File: src/rtl/dmr_regs.svh
// Offsets, channel tags and reset values of the monitor result bank
`ifndef DMR_REGS_SVH
`define DMR_REGS_SVH

// ----------------------------------------------------------------
// Register offsets
// ----------------------------------------------------------------
`define DMR_OFF_BATT_HI 8'h56
`define DMR_OFF_BATT_LO 8'h57
`define DMR_OFF_MICB_HI 8'h58
`define DMR_OFF_MICB_LO 8'h59
`define DMR_OFF_IN1P_HI 8'h5A
`define DMR_OFF_IN1P_LO 8'h5B
`define DMR_OFF_IN1N_HI 8'h5C
`define DMR_OFF_IN1N_LO 8'h5D
`define DMR_OFF_IN2P_HI 8'h5E

// ----------------------------------------------------------------
// Channel tags, low nibble of each lower register
// ----------------------------------------------------------------
`define DMR_TAG_BATT 4'h0
`define DMR_TAG_MICB 4'h1
`define DMR_TAG_IN1P 4'h2
`define DMR_TAG_IN1N 4'h3
`define DMR_TAG_IN2P 4'h4

// ----------------------------------------------------------------
// Field positions and reset values
// ----------------------------------------------------------------
`define DMR_UPPER_MSB 11
`define DMR_UPPER_LSB 4
`define DMR_LOWER_MSB 3
`define DMR_LOWER_LSB 0
`define DMR_RST_RESULT 12'h000
`define DMR_RD_UNMAPPED 8'h00

`endif

File: src/rtl/dmr_pkg.sv
// Types shared by the monitor result bank
package dmr_pkg;
    typedef logic [11:0] dmr_result_t;
    typedef logic [7:0] dmr_byte_t;
    typedef logic [3:0] dmr_tag_t;
endpackage

File: src/rtl/dmr_mon_if.sv
// Conversion update bus from the monitor core to the result slots
`timescale 1ns/1ps
interface dmr_mon_if;
    import dmr_pkg::*;
    logic upd;
    dmr_tag_t chan;
    dmr_result_t data;
    modport src (output upd, output chan, output data);
    modport slot (input upd, input chan, input data);
endinterface

File: src/rtl/dmr_slot.sv
// One monitored quantity: holds the latest twelve-bit conversion
`timescale 1ns/1ps
`include "dmr_regs.svh"
module dmr_slot
    import dmr_pkg::*;
#(
    parameter dmr_tag_t TAG = `DMR_TAG_BATT
) (
    // Clock and reset
    input wire logic ref_clk,
    input wire logic nrst,
    // Conversion updates
    dmr_mon_if.slot mon,
    // Stored result
    output dmr_result_t result_q
);
    wire logic hit;
    assign hit = mon.upd && (mon.chan == TAG);

    // Only the monitor core writes the result
    always_ff @(posedge ref_clk or negedge nrst) begin
        if (!nrst) begin
            result_q <= `DMR_RST_RESULT;
        end else if (hit) begin
            result_q <= mon.data;
        end
    end
endmodule

File: src/rtl/dmr_top.sv
// Read-only result bank of the diagnostic successive-approximation monitor
//
// Functional notes
// - Upper bits 7-0: top eight result bits; read-only, reset zero.
// - Lower bits 7-4: bottom four result bits; read-only, reset zero.
// - Battery lower register at 0x57, resets zero, tag nibble reads 0x0.
// - Mic-bias lower register at 0x59, resets 0x01, tag nibble reads 0x1.
// - Input 1 positive lower register at 0x5B, resets 0x02, tag 0x2.
// - Input 1 negative lower register at 0x5D, resets 0x03, tag 0x3.
// - Mic-bias upper byte readable at 0x58, resets zero.
// - Input 1 positive upper byte readable at 0x5A, resets zero.
// - Input 1 negative upper byte readable at 0x5C, resets zero.
// - Input 2 positive upper byte readable at 0x5E, resets zero.
// - Battery upper byte readable at 0x56, resets zero.
`timescale 1ns/1ps
`include "dmr_regs.svh"
module dmr_top
    import dmr_pkg::*;
(
    // Clock and reset
    input wire logic ref_clk,
    input wire logic nrst,
    // Conversion results from the monitor core
    input wire logic mon_upd,
    input wire logic [3:0] mon_chan,
    input wire logic [11:0] mon_data,
    // Register read port of the control interface
    input wire logic rd_en,
    input wire logic [7:0] rd_addr,
    output logic [7:0] rd_data_q,
    output logic rd_ack_q
);
    // ----------------------------------------------------------------
    // Channel map
    // ----------------------------------------------------------------
    localparam int NCH = 5;
    localparam int NLO = 4;
    localparam dmr_tag_t TAGS [NCH] = '{
        `DMR_TAG_BATT, `DMR_TAG_MICB, `DMR_TAG_IN1P,
        `DMR_TAG_IN1N, `DMR_TAG_IN2P};
    localparam dmr_byte_t HI_OFF [NCH] = '{
        `DMR_OFF_BATT_HI, `DMR_OFF_MICB_HI, `DMR_OFF_IN1P_HI,
        `DMR_OFF_IN1N_HI, `DMR_OFF_IN2P_HI};
    localparam dmr_byte_t LO_OFF [NLO] = '{
        `DMR_OFF_BATT_LO, `DMR_OFF_MICB_LO, `DMR_OFF_IN1P_LO,
        `DMR_OFF_IN1N_LO};

    // Address match, shared by both byte decoders
    function automatic logic addr_hit(input dmr_byte_t a,
                                      input dmr_byte_t off);
        addr_hit = (a == off);
    endfunction

    // ----------------------------------------------------------------
    // Result slots
    // ----------------------------------------------------------------
    dmr_mon_if mon_bus ();
    assign mon_bus.upd = mon_upd;
    assign mon_bus.chan = mon_chan;
    assign mon_bus.data = mon_data;

    dmr_result_t result [NCH];
    dmr_byte_t upper [NCH];
    dmr_byte_t lower [NLO];
    logic [NCH-1:0] hit_hi;
    logic [NLO-1:0] hit_lo;
    dmr_byte_t pick_hi [NCH];
    dmr_byte_t pick_lo [NLO];

    genvar k;
    generate
        for (k = 0; k < NCH; k++) begin : g_slot
            dmr_slot #(
                .TAG(TAGS[k])
            ) u_slot (
                .ref_clk(ref_clk),
                .nrst(nrst),
                .mon(mon_bus.slot),
                .result_q(result[k])
            );
            // Top eight bits of the stored result
            assign upper[k] =
                result[k][`DMR_UPPER_MSB:`DMR_UPPER_LSB];
            assign hit_hi[k] = addr_hit(rd_addr, HI_OFF[k]);
            assign pick_hi[k] = hit_hi[k] ? upper[k] : '0;
        end
        // Bottom nibble beside the fixed tag; input 2 has no lower register
        for (k = 0; k < NLO; k++) begin : g_lo
            assign lower[k] = {result[k][`DMR_LOWER_MSB:`DMR_LOWER_LSB],
                               TAGS[k]};
            assign hit_lo[k] =
                addr_hit(rd_addr, LO_OFF[k]);
            assign pick_lo[k] = hit_lo[k] ? lower[k] : '0;
        end
    endgenerate

    // ----------------------------------------------------------------
    // Read multiplexer
    // ----------------------------------------------------------------
    dmr_byte_t rd_mux;
    wire logic mapped;
    assign mapped = (|hit_hi) | (|hit_lo);

    always_comb begin
        rd_mux = `DMR_RD_UNMAPPED;
        for (int i = 0; i < NCH; i++) begin
            rd_mux = rd_mux | pick_hi[i];
        end
        for (int i = 0; i < NLO; i++) begin
            rd_mux = rd_mux | pick_lo[i];
        end
    end

    // Writes have no path here; every field is read-only
    always_ff @(posedge ref_clk or negedge nrst) begin
        if (!nrst) begin
            rd_data_q <= `DMR_RD_UNMAPPED;
            rd_ack_q <= 1'b0;
        end else begin
            rd_ack_q <= rd_en;
            if (rd_en) begin
                rd_data_q <= mapped ? rd_mux : `DMR_RD_UNMAPPED;
            end
        end
    end
endmodule

File: config.mk
export PLATFORM = sky130hd
export DESIGN_NAME = dmr_top
export DESIGN_NICKNAME = d
export VERILOG_FILES = /design/src/rtl/dmr_pkg.sv /design/src/rtl/dmr_mon_if.sv /design/src/rtl/dmr_slot.sv /design/src/rtl/dmr_top.sv
export VERILOG_INCLUDE_DIRS = /design/src /design/src/rtl
export SDC_FILE = /design/constraint.sdc
export NUM_CORES = 1
export LEC_CHECK = 0
export ABC_AREA = 0
export BUFFER_PORTS_ARGS = -buffer_cell sky130_fd_sc_hd__buf_2
export CAP_MARGIN = 20
export CORE_MARGIN = 2
export CORE_UTILIZATION = 45
export CTS_CLUSTER_DIAMETER = 120
export DETAILED_ROUTE_END_ITERATION = 7
export GPL_ROUTABILITY_DRIVEN = 0
export MAX_ROUTING_LAYER = met4
export SYNTH_ARGS = -nofsm -noshare
export SYNTH_HDL_FRONTEND = slang
export SYNTH_SLANG_ARGS = --single-unit
File: constraint.sdc
create_clock -name ref_clk -period 3.2 [get_ports ref_clk]
set_input_delay 0.64 -clock ref_clk [delete_from_list [all_inputs] [get_ports ref_clk]]
set_output_delay 0.64 -clock ref_clk [all_outputs]
set_load 0.05 [all_outputs]
# ---- After elaboration in Yosys (flattened, before gate mapping)
# Index checks and enable logic that the tools add are counted.
dict set report word_totals {
  ff_bits 69
  in_bits 28
  output_inout_bits 9
  elab_cells 47
}
dict set report classes {
  eq_ne 13
  muxes 10
  bitwise 9
  reduce_logical 8
}
# op count
set ops {}
lappend ops {{$mux W8} 10}
lappend ops {{$eq A8 B7 Y1 const B} 9}
lappend ops {{$or A8 B8 Y8} 8}
lappend ops {{$eq A4 B2 Y1 const B} 2}
lappend ops {{$logic_and A1 B1 Y1} 5}
lappend ops {{$reduce_or A5 Y1} 1}
lappend ops {{$eq A4 B1 Y1 const B} 1}
lappend ops {{$eq A4 B3 Y1 const B} 1}
lappend ops {{$logic_not A4 Y1} 1}
lappend ops {{$reduce_or A4 Y1} 1}
lappend ops {{$or A1 B1 Y1} 1}

# ---- Longest topological paths before layout
dict set report logic_depth {
  word_depth 11
  depth_mapped 6
  ltp_nobuf 4
}

# ---- By module
# Synthesis repeated with hierarchy kept, for this count alone.
dict set report hier_totals {
  hier_cells 245
  hier_area_um2 3400.8
}
# mod n_inst cells_each area_each_um2 seq_area_each_um2
set by_module_without_submodules {}
lappend by_module_without_submodules {dmr_top 1 110 972.2 225.2}
lappend by_module_without_submodules {{dmr_slot (g_slot[1].u_slot ...)} 2 27 471.7 300.3}
lappend by_module_without_submodules {{dmr_slot (g_slot[4].u_slot)} 1 27 510.5 300.3}
lappend by_module_without_submodules {{dmr_slot (g_slot[3].u_slot)} 1 27 500.5 300.3}
lappend by_module_without_submodules {{dmr_slot (g_slot[0].u_slot)} 1 27 474.2 300.3}

# ---- Worst setup path after synthesis
# No wires, ideal clock.
dict set report synth_path {
  path_kind {input to register}
  start {input port mon_chan[2]}
  end {register g_slot[1].u_slot.result_q[10]}
  setup_ps 125
  arrival_ps 1634
  required_ps 3075
  setup_slack_ps 1442
  cell_stages 5
  path_buffers 1
  cell_sequence {nor3b_2 -> nand2_1 -> nor2_1 -> buf_4 -> mux2_2}
}
dict set report synth_between {
  elab_chain_cells 2
}
# element line
set synth_rtl {}
lappend synth_rtl {{from (decl)} dmr_top.sv:25} ;# input wire logic [3:0] mon_chan,
lappend synth_rtl {{$eq A4 B1 Y1} dmr_slot.sv:18} ;# assign hit = mon.upd && (mon.chan == TAG);
lappend synth_rtl {{$logic_and A1 B1 Y1} dmr_slot.sv:18}
lappend synth_rtl {{to (signal assigned)} dmr_slot.sv:23} ;# result_q <= `DMR_RST_RESULT;
lappend synth_rtl {{to (signal assigned)} dmr_slot.sv:25} ;# result_q <= mon.data;
lappend synth_rtl {{to (decl)} dmr_slot.sv:15} ;# output dmr_result_t result_q
# Every way passes these cells.
# A chain may end at the register's enable or synchronous reset.

# ---- Final worst setup path
dict set report layout_path {
  start {input port rd_addr[2]}
  end {register rd_data_q[4]}
}
dict set report layout_between {
  elab_chain_cells 11
  word_cells_on_any_way 30
  cone_classes {eq/ne: 9; mux: 10; bitwise: 9; reduce/logical: 2}
}
# element line
set layout_rtl {}
lappend layout_rtl {{from (decl)} dmr_top.sv:29} ;# input wire logic [7:0] rd_addr,
lappend layout_rtl {{$eq A8 B7 Y1} dmr_top.sv:51} ;# addr_hit = (a == off);
lappend layout_rtl {{$mux W8} dmr_top.sv:85} ;# assign pick_hi[k] = hit_hi[k] ? upper[k] : '0;
lappend layout_rtl {{$or A8 B8 Y8 (4 in a row)} dmr_top.sv:107} ;# rd_mux = rd_mux | pick_hi[i];
lappend layout_rtl {{$or A8 B8 Y8 (4 in a row)} dmr_top.sv:110} ;# rd_mux = rd_mux | pick_lo[i];
lappend layout_rtl {{$mux W8 (no line) (*)} n/a}
lappend layout_rtl {{to (signal assigned)} dmr_top.sv:117} ;# rd_data_q <= `DMR_RD_UNMAPPED;
lappend layout_rtl {{to (signal assigned)} dmr_top.sv:122} ;# rd_data_q <= mapped ? rd_mux : `DMR_RD_UNMAPPED;
lappend layout_rtl {{to (decl)} dmr_top.sv:30} ;# output logic [7:0] rd_data_q,
# Mark *: on every way between the ends. The rest lies on a longest branch, timed or not.

==> out/qor.csv <==
stage,metric,value,unit
sta,Layout Skew,13.2,ps
floorplan,core area,6720,µm²
logic_synthesis,Post-Syn Instances,237,
pwr,P_leak,0.00158,µW
routing,WL met1,3.06,mm
sta,Slew HR,45.7,%
clock_tree,"Setup Fix Bufs, Post-CTS",0,
routing,met3 WL post-DR,235,µm
floorplan,standard-cell rows,30,
logic_synthesis,Yosys cell types,39,
sta,final worst path period need,1920,ps
clock_tree,Worst-path clk slew,80,ps
routing,Via density,5.60,
routing,DR vias,1998,
sta,slew at the pin closest to its max-slew limit,815,ps
logic_synthesis,Synth area leaders,"dfrtp_1 53%, mux2_2 22%, mux2i_1 3.6%",
clock_tree,Skew-Pair Late Insertion Delay,340,ps
logic_synthesis,#FFs+latches synth,65,
pwr,power per cell area,624,nW/µm²
layout,Area Growth Syn to Fin,14.2,%
setup_path,critical path required time,3420,ps
sta,crit share post-route,59.9,%
routing,Initial DRC Count,104,
routing,WL/cell,17.9,µm
floorplan,Starting Density,45.8,%
floorplan,Boundary Pins,37,
setup_path,worst flop-to-flop path startpoint,g_slot[1].u_slot.result_q[0]$_DFFE_PN0P_,
layout,fillcell total,601,
setup_path,Crit path arrival time,2140,ps
logic_synthesis,Synth Area per Inst,13.0,µm²
placed_design,buffers added on ports,36,
sta,max-slew violations,0,
job,Max Cap Viol,0,
global_route,largest net degree at the start of global routing,66,
setup_path,Worst R2R Path Depth,4,
floorplan,die height,86.7,µm
setup_path,Crit. End Element,flip-flop,
logic_synthesis,yosys warns,0,
global_route,Overall Global Routing Usage,19.2,%
hold_path,Hold Crit Class,in2async,
layout,nets,300,
layout,"most common cell after layout, fill and taps aside",dfrtp_1,
routing,Pre-Repair DR Iteration Count,4,
routing,met2 WL,2.99,mm
logic_synthesis,area fraction of the dominant cell type after synthesis,52.9,%
layout,final cell count without fillers,357,
global_route,"Remaining Overflow, GRT",0,
layout,most frequent cells in the layout,"65 x dfrtp_1, 59 x mux2_2, 36 x buf_2, 11 x mux2i_1, 11 x clkbuf_8",
placed_design,hpwl dp,4.11,mm
clock_tree,Clock Tree Buf Depth,2,
global_route,vias in the first global route,1987,
sta,Final setup viols,0,
sta,Setup TNS,0,ps
routing,WL final,6.38,mm
setup_path,WS Path Type,in2reg,
sta,Max Freq,522,MHz
global_route,initial antenna violation count,0,
routing,DRT antenna net count,0,
clock_tree,TritonCTS clock tree,yes,
layout,final core area utilization,52.3,%
placed_design,Post-Place Cells,341,
setup_path,CP max FO,34,
clock_tree,CTS buffer count,9,
clock_tree,hold_buf cts,0,
clock_tree,htree depth,3,
layout,# diodes,0,
logic_synthesis,Syn Nets,265,
pwr,Total Power,2190,µW
sta,RSZ-0062 raised after global routing,no,
logic_synthesis,Synth area leader,dfrtp_1,
outcome,status,finished clean,
pwr,VDD IR max,0.000320,V
logic_synthesis,"Seq/Total Area, Yosys",52.9,%
sta,"Hold Vio Cnt, Final",0,
setup_path,CP Launch Type,primary input,
layout,layout cells sized above 1,42.6,%
routing,highest metal used,met4,
routing,DR DRC count,0,
global_route,first-pass GRT wire length,10.4,mm
logic_synthesis,Post-Synthesis Cell Area,3080,µm²
floorplan,die width,86.7,µm
setup_path,Crit. Startpoint,rd_addr[2],
clock_tree,post_cts resized,0,
clock_tree,Root Buffer,clkbuf_8,
clock_tree,Clock Sinks,65,
floorplan,Die ar.,7510,µm²
layer usage:
layer,global-route usage (%),up-vias
met3,4.95,8
met2,28.3,40
met4,7.24,0
met5,-,-
met1,25.7,1003
li1,-,947
sequential cells by signal, indices dropped and copies added (netlist names):
signal / flops
g_slot.u_slot.result_q: 56
rd_data_q: 8
rd_ack_q: 1
synth_stat cells, drive strengths merged:
master and n:
dfrtp 65, mux2 61, buf 14, mux2i 11, inv 10, a21oi 7
nand3b 7, nor2 7, a211oi 5, nand2 5, o22ai 5, a22oi 4
a221o 3, nand2b 3, nand3 3, o32ai 3, a31oi 2, nand4b 2
o211ai 2, o21bai 2, o221ai 2, or3 2, a21boi 1, a32oi 1
a41oi 1, and2 1, and3 1, and4bb 1, clkbuf 1, nand4 1
nor2b 1, nor3b 1, nor4 1, o21ai 1
stage by stage:
step / area, µm² / hold slack [ps] / setup slack [ps]
finish: 3510 / 477 / 1280
global route: 3510 / 516 / 1180
CTS: 3510 / 505 / 1290
detailed placement: 3280 / 490 / 928
global placement: 3280 / 483 / 950
floorplan: 3080 / 344 / 1440
critical path: stages:
cell and delay (ps):
buf_2 530, mux2_4 350, a221o_1 340, a32oi_1 190, o22ai_1 90
report_power, final:
| group | leakage (µW) | internal, µW | switching [µW] |
|---|---|---|---|
| sequential | 0.000810 | 988 | 83.3 |
| combinational | 0.000652 | 193 | 140 |
| clock | 0.000115 | 478 | 311 |
| total | 0.00158 | 1660 | 534 |
final cells by class:
| class | count | area, µm² | area share (%) |
|---|---|---|---|
| inverters | 10 | 37.5 | 1.07 |
| well taps | 80 | 100 | 2.85 |
| flip-flops and latches | 65 | 1630 | 46.3 |
| repair buffers | 39 | 203 | 5.77 |
| clock inverters | 5 | 77.6 | 2.21 |
| clock buffers | 11 | 151 | 4.31 |
| multi-input cells | 147 | 1320 | 37.5 |
logic make-up (layout without fill, tap and decap cells):
group,Yosys count,count (layout),share of synthesized area [%]
multiplexers,72,72,26.0
flip-flops,65,65,52.9
AO/OA/AOI/OAI,39,39,9.11
AND/OR/NAND/NOR,36,36,7.69
buffers and inverters,25,65,4.27
final timing paths:
path / slack, ps / to
min in group ref_clk: 500 / g_slot[0].u_slot.result_q[9]$_DFFE_PN0P_
max in group asynchronous: 2190 / rd_data_q[3]$_DFFE_PN0P_
worst min register to register: 500 / g_slot[0].u_slot.result_q[9]$_DFFE_PN0P_
worst max register to register: 1820 / rd_data_q[4]$_DFFE_PN0P_
worst max-delay path: 1280 / rd_data_q[4]$_DFFE_PN0P_
worst min-delay path: 480 / g_slot[0].u_slot.result_q[0]$_DFFE_PN0P_
No activity file was read; power rests on OpenSTA's default activity.
